## config.mk

```make
export PLATFORM = sky130hd
export DESIGN_NAME = sar_adc_ctrl
export DESIGN_NICKNAME = d
export VERILOG_FILES = /design/src/pkg/sar_adc_pkg.sv /design/src/pkg/sar_if.sv /design/src/design/sar_adc_ctrl.sv /design/src/design/sar_step.sv
export SDC_FILE = /design/constraint.sdc
export NUM_CORES = 1
export LEC_CHECK = 0
export ABC_AREA = 0
export BUFFER_PORTS_ARGS = -buffer_cell sky130_fd_sc_hd__buf_2
export CAP_MARGIN = 20
export CORE_ASPECT_RATIO = 1.1
export CORE_UTILIZATION = 50
export CTS_BUF_LIST = sky130_fd_sc_hd__clkbuf_16
export DETAILED_ROUTE_END_ITERATION = 16
export PLACE_DENSITY = 0.86
export SLEW_MARGIN = 20
export SYNTH_ARGS = -nofsm -noshare
export SYNTH_HDL_FRONTEND = slang
export SYNTH_SLANG_ARGS = --single-unit
```

## constraint.sdc

```tcl
create_clock -name ref_clk -period 1.5 [get_ports ref_clk]
set_input_delay 0.225 -clock ref_clk [delete_from_list [all_inputs] [get_ports ref_clk]]
set_output_delay 0.225 -clock ref_clk [all_outputs]
set_load 0.02 [all_outputs]
```

## src/pkg/sar_adc_pkg.sv

```systemverilog
// Shared constants and types for the converter control logic
package sar_adc_pkg;

    //--------------------------------------------------------------
    // Data format
    //--------------------------------------------------------------
    localparam int          DATA_W   = 13;         // 12 magnitude bits plus sign
    localparam int          CODES    = 8192;       // Codes across the full span
    localparam int          EDGE_W   = 4;
    localparam logic [3:0]  EDGE_END = 4'hE;       // Rising sclk edge that ends a frame
    localparam logic [3:0]  MSB_IDX  = 4'hC;

    //--------------------------------------------------------------
    // Configuration field encodings (all reset values are zero)
    //--------------------------------------------------------------
    localparam logic [1:0]  MODE_SE     = 2'h0;    // Two single-ended channels
    localparam logic [1:0]  MODE_DIFF   = 2'h1;    // One true differential pair
    localparam logic [1:0]  MODE_PSEUDO = 2'h2;    // One pseudo differential pair
    localparam logic [1:0]  MODE_RSVD   = 2'h3;
    localparam logic [1:0]  RNG_PM10    = 2'h0;
    localparam logic [1:0]  RNG_PM5     = 2'h1;
    localparam logic [1:0]  RNG_PM2P5   = 2'h2;
    localparam logic [1:0]  RNG_UNI10   = 2'h3;
    localparam logic [1:0]  PWR_NORMAL  = 2'h0;
    localparam logic [1:0]  PWR_AUTO_SB = 2'h1;    // Standby while tracking
    localparam logic [1:0]  PWR_AUTO_PD = 2'h2;    // Power-down while tracking
    localparam logic [1:0]  PWR_FULL    = 2'h3;
    localparam logic        REF_EXT     = 1'b0;
    localparam logic        CODE_TWOS   = 1'b0;

    //--------------------------------------------------------------
    // Step size per range, in microvolts
    //--------------------------------------------------------------
    localparam logic [11:0] STEP_UV_PM10  = 12'h989;  // 2441
    localparam logic [11:0] STEP_UV_PM5   = 12'h4C4;  // 1220
    localparam logic [11:0] STEP_UV_PM2P5 = 12'h262;  // 610
    localparam logic [11:0] STEP_UV_UNI10 = 12'h4C4;  // 1220

    //--------------------------------------------------------------
    // Timing
    //--------------------------------------------------------------
    localparam int CLK_NS    = 10;
    localparam int FRAME_NS  = 1000;                   // 1 MSPS
    localparam int FRAME_CYC = (FRAME_NS + CLK_NS - 1) / CLK_NS;
    localparam int GAP_W     = 7;

    typedef enum logic {ST_TRACK, ST_CONV} conv_state_e;

endpackage

```

## src/pkg/sar_if.sv

```systemverilog
// Carrier between the frame controller and the approximation register
`timescale 1ns/1ns
`default_nettype none
interface sar_if;
    import sar_adc_pkg::*;
    logic              start;   // Begin a conversion, load mid trial
    logic              step;    // Resolve one bit
    logic              comp;    // Comparator: input above trial code
    logic [DATA_W-1:0] code;    // Trial code, final when done
    logic              done;

    modport ctl (output start, output step, output comp, input code, input done);
    modport sar (input start, input step, input comp, output code, output done);
endinterface // sar_if
`default_nettype wire

```

## src/design/sar_adc_ctrl.sv

```systemverilog
// Frame, configuration and output coding control of the converter
//
// Overview of operation
// - Each channel keeps its own range: three bipolar and one unipolar.
// - Two mode bits pick single-ended pair, true differential or pseudo differential.
// - The serial clock steps the conversion; there is no other conversion clock.
// - After reset the external reference is selected.
// - Power-down modes come from the programmed power field.
// - Conversion start holds the input and resolves the trial code bit by bit.
// - After reset results are twos complement.
// - Coding bit set gives straight binary, clear gives twos complement.
// - In sequence mode every channel uses the last written coding bit.
// - Step is span over 8192 codes: twelve magnitude bits plus sign.
// - Transitions at whole steps; step size reported per selected range.
// - Frames no faster than 1 MSPS; quicker frames are flagged.
// - After reset inputs are two single-ended channels.
// - The fourteenth rising sclk edge after cs falls returns to tracking.
// - Falling cs stops acquisition, holds the input and starts converting.
`timescale 1ns/1ns
`default_nettype none
module sar_adc_ctrl
    import sar_adc_pkg::*;
(
    input  wire logic              ref_clk,     // 100 MHz system clock
    input  wire logic              rst_n,       // Synchronous reset
    input  wire logic              clk_en,      // Freezes all state while low
    input  wire logic              sclk,        // Serial clock pin
    input  wire logic              cs_n,        // Chip select pin
    input  wire logic              comp_in,     // Comparator result
    input  wire logic              cfg_wr,      // Control write strobe
    input  wire logic [1:0]        cfg_mode,    // Input configuration
    input  wire logic [1:0]        cfg_rng0,    // Range, channel 0
    input  wire logic [1:0]        cfg_rng1,    // Range, channel 1
    input  wire logic              cfg_ref_int, // 1 = on-chip reference
    input  wire logic [1:0]        cfg_pwr,     // Power mode
    input  wire logic              cfg_coding,  // 1 = straight binary
    input  wire logic              cfg_seq,     // Alternate channels per frame
    input  wire logic              err_clr,     // Clears error flags
    output logic                   hold,        // Input held, converting
    output logic                   pwr_down,    // Analog power-down request
    output logic                   ref_int,     // On-chip reference in use
    output logic [1:0]             mode_act,    // Mode in use
    output logic [1:0]             range_act,   // Range of channel in conversion
    output logic                   chan,        // Channel in conversion
    output logic [11:0]            step_uv,     // Step size of active range
    output logic [DATA_W-1:0]      result,      // Coded result
    output logic                   result_vld,  // Pulse when result updates
    output logic                   rate_err,    // Frame came too soon
    output logic                   mode_err     // Reserved mode was written
);
    typedef struct packed {
        logic [1:0]        cs_sy;
        logic [1:0]        sclk_sy;
        logic              sclk_q;
        logic              cs_q;
        conv_state_e       state;
        logic [EDGE_W-1:0] edges;
        logic [1:0]        p_mode;
        logic [1:0]        p_rng0;
        logic [1:0]        p_rng1;
        logic              p_ref;
        logic [1:0]        p_pwr;
        logic              p_coding;
        logic              p_seq;
        logic [1:0]        a_mode;
        logic [1:0]        a_rng0;
        logic [1:0]        a_rng1;
        logic              a_ref;
        logic [1:0]        a_pwr;
        logic              a_coding;
        logic              a_seq;
        logic              chan;
        logic [DATA_W-1:0] result;
        logic              vld;
        logic [GAP_W-1:0]  gap;
        logic              rate_err;
        logic              mode_err;
    } ctrl_s;

    if (CODES != (1 << DATA_W) || FRAME_CYC >= (1 << GAP_W)) begin : g_bad_consts
        $error("package constants inconsistent");
    end

    function automatic logic [11:0] step_of(input logic [1:0] rng);
        case (rng)
            RNG_PM10:  step_of = STEP_UV_PM10;
            RNG_PM5:   step_of = STEP_UV_PM5;
            RNG_PM2P5: step_of = STEP_UV_PM2P5;
            default:   step_of = STEP_UV_UNI10;
        endcase
    endfunction

    sar_if cif ();

    ctrl_s r, n;
    logic  sclk_rise;
    logic  cs_edge_fall;
    logic  cs_edge_rise;

    // Edges are taken from the second synchroniser stage only
    assign sclk_rise    = r.sclk_sy[1] && !r.sclk_q;
    assign cs_edge_fall = !r.cs_sy[1] && r.cs_q;
    assign cs_edge_rise = r.cs_sy[1] && !r.cs_q;

    //--------------------------------------------------------------
    // Next state
    //--------------------------------------------------------------

    always_comb begin
        n          = r;
        n.cs_sy    = {r.cs_sy[0], cs_n};
        n.sclk_sy  = {r.sclk_sy[0], sclk};
        n.sclk_q   = r.sclk_sy[1];
        n.cs_q     = r.cs_sy[1];
        n.vld      = 1'b0;
        cif.start  = 1'b0;
        cif.step   = 1'b0;
        cif.comp   = comp_in;
        // Counts down from frame start; zero after reset so a first frame is never flagged
        if (r.gap != '0) begin
            n.gap = r.gap - 1'b1;
        end
        // Pending copy follows every write; reserved mode is refused
        if (cfg_wr) begin
            if (cfg_mode != MODE_RSVD) begin
                n.p_mode = cfg_mode;
            end
            n.p_rng0   = cfg_rng0;
            n.p_rng1   = cfg_rng1;
            n.p_ref    = cfg_ref_int;
            n.p_pwr    = cfg_pwr;
            n.p_coding = cfg_coding;
            n.p_seq    = cfg_seq;
        end
        if (err_clr) begin
            n.rate_err = 1'b0;
            n.mode_err = 1'b0;
        end
        // Error sets placed after the clear so that a set wins
        if (cfg_wr && cfg_mode == MODE_RSVD) begin
            n.mode_err = 1'b1;
        end
        case (r.state)
            ST_TRACK: begin
                if (cs_edge_fall) begin
                    // Latch configuration at frame start only
                    n.a_mode   = r.p_mode;
                    n.a_rng0   = r.p_rng0;
                    n.a_rng1   = r.p_rng1;
                    n.a_ref    = r.p_ref;
                    n.a_pwr    = r.p_pwr;
                    n.a_coding = r.p_coding;
                    n.a_seq    = r.p_seq;
                    if (r.p_seq && r.p_mode == MODE_SE && r.a_seq) begin
                        n.chan = !r.chan;
                    end else begin
                        n.chan = 1'b0;
                    end
                    n.state   = ST_CONV;
                    n.edges   = '0;
                    n.gap     = GAP_W'(FRAME_CYC - 1);
                    cif.start = 1'b1;
                    if (r.gap != '0) begin
                        n.rate_err = 1'b1;
                    end
                end
            end
            ST_CONV: begin
                if (cs_edge_rise) begin
                    // Frame aborted: back to tracking without a result
                    n.state = ST_TRACK;
                end else if (sclk_rise) begin
                    n.edges = r.edges + 1'b1;
                    if (r.edges == EDGE_END - 1'b1) begin
                        n.state = ST_TRACK;
                        n.vld   = 1'b1;
                        if (r.a_coding == CODE_TWOS) begin
                            n.result = {~cif.code[DATA_W-1], cif.code[DATA_W-2:0]};
                        end else begin
                            n.result = cif.code;
                        end
                    end else begin
                        cif.step = 1'b1;
                    end
                end
            end
            default: n.state = ST_TRACK;
        endcase
    end

    always_ff @(posedge ref_clk) begin
        if (!rst_n) begin
            r <= '0;
        end else if (clk_en) begin
            r <= n;
        end
    end

    sar_step u_sar (
        .ref_clk (ref_clk),
        .rst_n   (rst_n),
        .clk_en  (clk_en),
        .cif     (cif)
    );

    //--------------------------------------------------------------
    // Outputs
    //--------------------------------------------------------------
    assign hold       = (r.state == ST_CONV);
    // Auto modes save power only while tracking between frames
    assign pwr_down   = (r.a_pwr == PWR_FULL)
                     || (r.a_pwr != PWR_NORMAL && r.state == ST_TRACK);
    assign ref_int    = r.a_ref;
    assign mode_act   = r.a_mode;
    assign chan       = r.chan;
    assign range_act  = r.chan ? r.a_rng1 : r.a_rng0;
    assign step_uv    = step_of(range_act);
    assign result     = r.result;
    assign result_vld = r.vld;
    assign rate_err   = r.rate_err;
    assign mode_err   = r.mode_err;

    //--------------------------------------------------------------
    // Checks
    //--------------------------------------------------------------
    a_hold_on_fall: assert property (@(posedge ref_clk) disable iff (!rst_n)
        clk_en && r.state == ST_TRACK && cs_edge_fall |=> hold && r.edges == '0)
        else $error("input not held at chip select fall");
    a_track_at_end: assert property (@(posedge ref_clk) disable iff (!rst_n)
        clk_en && hold && !cs_edge_rise && sclk_rise && r.edges == EDGE_END - 4'h1
        |=> !hold && result_vld)
        else $error("no return to tracking on fourteenth edge");
    a_step_per_edge: assert property (@(posedge ref_clk) disable iff (!rst_n)
        hold && !cs_edge_rise && sclk_rise && r.edges < EDGE_END - 4'h1 |-> cif.step)
        else $error("serial clock edge did not step conversion");
    a_coding_twos: assert property (@(posedge ref_clk) disable iff (!rst_n)
        result_vld && r.a_coding == CODE_TWOS |-> result == {~cif.code[12], cif.code[11:0]})
        else $error("twos complement coding wrong");
    a_coding_binary: assert property (@(posedge ref_clk) disable iff (!rst_n)
        result_vld && r.a_coding != CODE_TWOS |-> result == cif.code)
        else $error("straight binary coding wrong");
    a_cfg_frozen: assert property (@(posedge ref_clk) disable iff (!rst_n)
        hold |=> $stable(mode_act) && $stable(r.a_coding) && $stable(ref_int))
        else $error("configuration changed inside a frame");
    a_reset_defaults: assert property (@(posedge ref_clk) disable iff (!rst_n)
        $rose(rst_n) |-> mode_act == MODE_SE && ref_int == REF_EXT && r.a_coding == CODE_TWOS)
        else $error("reset configuration wrong");
    a_rate_flag: assert property (@(posedge ref_clk) disable iff (!rst_n)
        clk_en && !hold && cs_edge_fall && r.gap != '0 |=> rate_err [*2])
        else $error("fast frame not flagged");
    a_mode_refused: assert property (@(posedge ref_clk) disable iff (!rst_n)
        clk_en && cfg_wr && cfg_mode == MODE_RSVD |=> mode_err && $stable(r.p_mode))
        else $error("reserved mode accepted");
endmodule // sar_adc_ctrl
`default_nettype wire

```

## src/design/sar_step.sv

```systemverilog
// Successive approximation register, one bit resolved per step
`timescale 1ns/1ns
`default_nettype none
module sar_step
    import sar_adc_pkg::*;
(
    input  wire logic ref_clk,   // System clock
    input  wire logic rst_n,     // Synchronous reset
    input  wire logic clk_en,    // Freezes state while low
    sar_if.sar        cif        // Controller side
);
    typedef struct packed {
        logic [DATA_W-1:0] code;
        logic [EDGE_W-1:0] idx;
        logic              done;
    } sar_s;

    sar_s r, n;

    always_comb begin
        n = r;
        if (cif.start) begin
            n.code          = '0;
            n.code[MSB_IDX] = 1'b1;
            n.idx           = MSB_IDX;
            n.done          = 1'b0;
        end else if (cif.step && !r.done) begin
            // Drop the trial bit when the input is below it, then try the next
            n.code[r.idx] = cif.comp;
            if (r.idx == '0) begin
                n.done = 1'b1;
            end else begin
                n.code[r.idx - 1'b1] = 1'b1;
                n.idx                = r.idx - 1'b1;
            end
        end
    end

    always_ff @(posedge ref_clk) begin
        if (!rst_n) begin
            r <= '0;
        end else if (clk_en) begin
            r <= n;
        end
    end

    assign cif.code = r.code;
    assign cif.done = r.done;

    //--------------------------------------------------------------
    // Checks
    //--------------------------------------------------------------
    a_sar_mid_trial: assert property (@(posedge ref_clk) disable iff (!rst_n)
        clk_en && cif.start |=> r.code == (13'h1000) && !r.done)
        else $error("trial code not loaded at mid scale");
    a_sar_last_bit: assert property (@(posedge ref_clk) disable iff (!rst_n)
        clk_en && cif.step && !cif.start && !r.done && r.idx == '0 |=> r.done)
        else $error("conversion not done after last bit");
endmodule // sar_step
`default_nettype wire

```

==> flow_summary_export.csv, run 1 <==
group,metric,value,unit
status,status,"finished with violations",
status,violations,"negative setup slack",
clock_tree,cts_tree,"done",
drt,firstDrtPassIters,5,
synthesis,ys.flop_type,"dfxtp_1",
synthesis,yosysTopAreaCellShare,44.59,%
clock_tree,htree_levels,3,
pwr,p_leak,1.782,nW
pwr,p_per_area,1230,mW/mm2
clock_tree,clk_pin_slew_worst_paths,0.06,ns
grt,overflow,0,
place,gp_congestion,0.8760,
drt,drc_errors,0,
drt,vias_per_cell,5.747,
clock_tree,cts_root_buf,"clkbuf_16",
grt,grt_pass1_vias,2685,
timing,fin_crit,1.673,ns
place,place_ws,-0.09364,ns
place,dp_cells,514,
min_path,worst_hold_path.num_cells,3,
pwr,irDropWorstVdd,0.9782,mV
worst_setup_path,worstSetupPathType,"reg -> out",
grt,antenna_found_initial,0,
grt,grt_max_degree,56,
synthesis,seq_area_frac_synth,44.59,%
die,io_pins,55,
worst_setup_path,cp.arrival,1.45,ns
finish,syn_to_final_growth,33.11,%
timing,grt_setup_unrepaired,"yes",
drt,vias,3092,
synthesis,synth_edf_count,0,
run,cap_viol_max_count,0,
worst_setup_path,critical_path.top_delay_family,"flip-flops",
pwr,power,5.510,mW
grt,grt_use_total,23.46,%
die,die_area,0.007066,mm2
finish,n_antenna_cell,0,
drt,wire_per_inst,17.07,um
die,die_width,80.24,um
drt,totalWireLength,9.184,mm
min_path,min_path_type,"in -> reg",
grt,grt_pass1_wl,12.43,mm
die,die_h,88.07,um
clock_tree,worst_skew_pair.late_latency,0.34,ns
worst_setup_path,slowest_stage,"dfxtp_4",
synthesis,syn_inst,400,
clock_tree,hold_buffers,0,
synthesis,synth_area,0.003367,mm2
die,initial_utilization,51.36,%
synthesis,synth.area.top_cells,"dfxtp_1 45%, mux2i_1 7.1%, nand2_1 6.7%",
timing,fin_ws,-0.1730,ns
clock_tree,cts_buffer_depth,2,
worst_setup_path,cp_data_required_time,1.27,ns
synthesis,avgSynthCellArea,8.417,um2
worst_setup_path,slowest_delay,0.40,ns
finish,finalNonFillerCells,538,
drt,drt_iter0_markers,288,
worst_setup_path,worstPathCellList,"mux2i_4 > inv_2 > nor2_4 > inv_2 > buf_6",
worst_setup_path,crit_buf_inv,3,
die,core_area,0.006555,mm2
timing,finalHoldViolCount,0,
synthesis,synth.distinct_cells,52,
worst_setup_path,rr_worst_depth,7,
synthesis,synth-seq-cells,75,
timing,setup_violations,26,
worst_setup_path,crit_top_cell,"inv_2",
clock_tree,clock_sinks,75,
synthesis,async_flop_share,0,%
synthesis,synth_fp_nets,422,
timing,skew,0.007878,ns
timing,period_share,111.5,%
place,placed_area,0.003732,mm2
synthesis,ys_warn_count,0,
worst_setup_path,crit_cells,5,
synthesis,yosys.cell_count.top_type,"dfxtp_1",
timing,fmax,597.7,MHz
finish,final_area,0.004482,mm2
timing,slew_headroom,60.15,%
synthesis,ys_top_cells_by_count,"75 x dfxtp_1, 60 x nand2_1, 42 x nor2_1",
synthesis,yosysTopAreaCell,"dfxtp_1",
timing,tightest_slew,0.5977,ns
finish,layout.nets,474,
worst_setup_path,cp-start-kind,"flop",
timing,drv_slew,0,
clock_tree,cts_buffers,9,
die,rows,31,
worst_setup_path,crit_path_end_kind,"primary output",
place,detailed_place_hpwl,4.998,mm
place,io_buffers,53,
drt,ant_nets,0,
finish,layout-drive-gt1-share,34.21,%
worst_setup_path,cp_max_fo,5,
[power breakdown]
| group | internal (mW) | total (mW) | switching (mW) |
|---|---|---|---|
| Combinational | 0.375 | 0.896 | 0.520 |
| Sequential | 2.09 | 2.18 | 0.0946 |
| Clock | 1.61 | 2.43 | 0.824 |
[tightest hold or removal path, delay by kind of cell]
family,cells,cell delay [ns]
AO/OA/AOI/OAI,1,0.05
AND/OR/NAND/NOR,1,0.04
buffers and inverters,1,0.09
[sequential cells by signal, indices dropped and copies added, names as in the netlist, 2 cells and up]
name,flops
result,13
n,4
r,32
mode_act,2
u_sar.cif.code,13
u_sar.r,4
[final timing paths]
check | startpoint | slack (ns) | end
hold / removal | cfg_rng0[1] | 0.12 | r[43]
setup / recovery | chan | -0.17 | step_uv[6]
setup reg to reg | r[47] | -0.17 | u_sar.cif.code[6]
hold reg to reg | r[40] | 0.44 | r[29]
[metrics by stage]
| step | setup TNS (ns) | hold WS, ns | util (%) |
|---|---|---|---|
| after global placement | 0 | 0.4365 | 56.94 |
| after detailed placement | -0.7835 | 0.4426 | 56.94 |
| after global routing | -3.969 | 0.1258 | 68.37 |
| final | -2.134 | 0.1217 | 68.37 |
| after CTS | -1.194 | 0.1192 | 64.88 |
| after floorplan | -0.005719 | 0.3610 | - |
[timing repair]
item,in CTS,in global routing
gates cloned,1,1
gates resized for setup,34,41
pin swaps,12,14
setup endpoints to repair,41,50
setup buffers,4,3
[metal layers]
layer | track usage, % | vias to the layer above | wire (um)
met3 | 8.542 | 32 | 501
met1 | 26.83 | 1483 | 3484
met2 | 39.78 | 117 | 4847
met5 | 0 | - | 0
met4 | 9.416 | 0 | 350
li1 | - | 1460 | -
[layout by cell type, fill, tap and decap left out, drive strengths merged, types with 2 or more instances in the layout]
master and n:
ha 3, xor2 3, and2 3, nand2b 6, a211oi 2, nand2 60
or4 2, a31oi 3, xnor2 2, and3 7, nor2 42, a21oi 33
buf 87, nand4 3, clkinv 2, nor3 7, or3 3, bufinv 3
o211ai 6, nor3b 2, dfxtp 75, nand3 8, o31ai 2, inv 12
o21a 3, clkbuf 10, mux2i 24, o311ai 6, nor2b 2, nor4 2
o21ai 16
[area by class of cell]
type	instances	area [um2]
clock inverters	6	106.4
inverters	11	43.79
clock buffers	9	225.2
multi-input cells	267	1818
repair buffers	88	670.6
well taps	82	102.6
flip-flops and latches	75	1515
fillers	454	2073
[cell families (layout without fill, tap and decap cells)]
logic type	after synthesis	after routing	synth area share [%]
AO/OA/AOI/OAI	82	82	15.09
buffers and inverters	58	114	9.588
AND/OR/NAND/NOR	152	152	21.07
flip-flops	75	75	44.59
multiplexers	24	24	7.135
other	1	1	0.1114
XOR/XNOR	5	5	1.301
adder cells (fa/ha/maj)	3	3	1.115
No activity file was read; power rests on OpenSTA's default activity.
==> run 2, diff against run 1 <==
--- a/config.mk
+++ b/config.mk
@@ -9,10 +9,10 @@
 export BUFFER_PORTS_ARGS = -buffer_cell sky130_fd_sc_hd__buf_2
 export CAP_MARGIN = 20
 export CORE_ASPECT_RATIO = 1.1
-export CORE_UTILIZATION = 50
+export CORE_UTILIZATION = 55
 export CTS_BUF_LIST = sky130_fd_sc_hd__clkbuf_16
 export DETAILED_ROUTE_END_ITERATION = 16
-export PLACE_DENSITY = 0.86
+export PLACE_DENSITY = 0.89
 export SLEW_MARGIN = 20
 export SYNTH_ARGS = -nofsm -noshare
 export SYNTH_HDL_FRONTEND = slang
==> constraint.sdc (replaced) <==
create_clock -name ref_clk -period 1.7 [get_ports ref_clk]
set_input_delay 0.255 -clock ref_clk [delete_from_list [all_inputs] [get_ports ref_clk]]
set_output_delay 0.255 -clock ref_clk [all_outputs]
set_load 0.02 [all_outputs]
==> flow_summary_export.csv, run 2 (synthesis gave the netlist of run 1 again) <==
group,metric,value,unit
status,status,"finished clean",
clock_tree,worst_skew_pair.late_latency,0.33,ns
clock_tree,cts_buffer_depth,2,
place,placed_area,0.003582,mm2
finish,seq_area,0.001506,mm2
clock_tree,cts_tree,"done",
pwr,p_leak,1.638,nW
drt,firstDrtPassIters,5,
clock_tree,htree_levels,3,
finish,largest_reg_flops,32,
timing,finalHoldViolCount,0,
clock_tree,hold_buffers,0,
timing,tightest_slew,0.5008,ns
timing,fin_ws,0.06335,ns
timing,grt_setup_unrepaired,"yes",
drt,drt_iter0_markers,222,
finish,final_area,0.004000,mm2
finish,layout-drive-gt1-share,22.60,%
clock_tree,clock_sinks,75,
timing,fmax,611.0,MHz
drt,drc_errors,0,
die,core_area,0.005842,mm2
finish,n_antenna_cell,0,
place,detailed_place_hpwl,4.971,mm
die,die_width,76.60,um
grt,grt_use_total,24.67,%
place,gp_congestion,0.8800,
timing,setup_violations,0,
die,die_area,0.006439,mm2
timing,skew,0.003988,ns
die,initial_utilization,57.64,%
finish,layout_common_cells,"73 x dfxtp_1, 60 x nand2_1, 53 x buf_2",
timing,tns,0,ns
finish,layout.nets,456,
timing,hold_ws,0.1598,ns
timing,slew_headroom,66.62,%
finish,fillerInstances,455,
timing,fin_crit,1.637,ns
drt,vias,2929,
place,place_ws,-0.07289,ns
grt,grt_max_degree,31,
clock_tree,clk_pin_slew_worst_paths,0.06,ns
timing,drv_slew,0,
drt,totalWireLength,7.597,mm
die,die_h,84.06,um
pwr,p_per_area,1206,mW/mm2
worst_setup_path,cp.arrival,1.38,ns
place,io_buffers,53,
die,io_pins,55,
drt,vias_per_cell,5.687,
grt,antenna_found_initial,0,
worst_setup_path,cp_max_fo,5,
clock_tree,cts_buffers,9,
finish,top_register,"r",
pwr,irDropWorstVdd,0.8401,mV
run,cap_viol_max_count,0,
grt,grt_pass1_vias,2822,
drt,wire_per_inst,14.75,um
grt,overflow,0,
clock_tree,cts_root_buf,"clkbuf_16",
worst_setup_path,cp-start-kind,"flop",
worst_setup_path,worstSetupPathType,"reg -> out",
finish,syn_to_final_growth,18.80,%
worst_setup_path,crit_path_end_kind,"primary output",
finish,layout_commonest_cell,"dfxtp_1",
finish,multi_input_area,0.001597,mm2
worst_setup_path,cp_data_required_time,1.44,ns
drt,ant_nets,0,
grt,grt_pass1_wl,12.59,mm
min_path,min_path_type,"in -> reg",
timing,period_share,96.27,%
worst_setup_path,regToRegSetupSlack,0.08,ns
die,rows,29,
[run 2: changes by cell type in the layout (fill, tap and decap cells not counted), sizes merged]
cell | previous run | this run
buf | 87 | 70
inv | 12 | 11
bufinv | 3 | 4
clkbuf | 10 | 9
[run 2: layer usage]
layer | vias to the layer above | part of all wire (%) | wire length, um | GRT usage [%]
met5 | - | 0 | 0 | 0
met4 | 0 | 1.9 | 142 | 12.24
met3 | 16 | 5.2 | 396 | 6.995
met2 | 95 | 52 | 3930 | 42.92
met1 | 1395 | 41 | 3128 | 27.37
li1 | 1423 | - | - | -
[run 2: where the power goes]
part           switching [mW]  internal (mW)
registers              0.0850           1.84
clock network           0.712           1.57
logic                   0.371          0.248
total                    1.17           3.66
[run 2: layout make-up]
type	count	area share [%]
Multi-Input combinational cell	267	39.91
Sequential cell	75	37.66
Timing Repair Buffer	70	10.13
Clock buffer	9	5.630
Clock inverter	6	3.222
Tap cell	77	2.409
Inverter	11	1.032
[run 2: what timing repair did]
| item | in CTS | in global routing |
|---|---|---|
| endpoints found under the setup margin | 17 | 21 |
| setup buffers | 0 | 1 |
| gates resized for setup | 4 | 10 |
| pin swaps | 1 | 4 |
[run 2: final timing paths]
kind / from / to / depth (start not counted)
min: cfg_seq / r[35] / 3
min reg2reg: r[36] / r[25] / 2
max: chan / step_uv[6] / 5
max reg2reg: n[51] / r[30] / 5
[run 2: through the flow]
stage	util (%)	instances	power, mW
after floorplan	-	400	2.393
after global placement	61.32	499	2.478
after detailed placement	61.32	499	2.508
after CTS	67.79	514	4.799
after global routing	68.47	515	4.998
final	68.47	515	4.824
[run 2: worst max-delay path, cell delays in order (launching register included)]
cell	delay (ns)
dfxtp_4	0.38
mux2i_1	0.23
inv_1	0.12
nor2_4	0.12
inv_1	0.04
buf_2	0.15
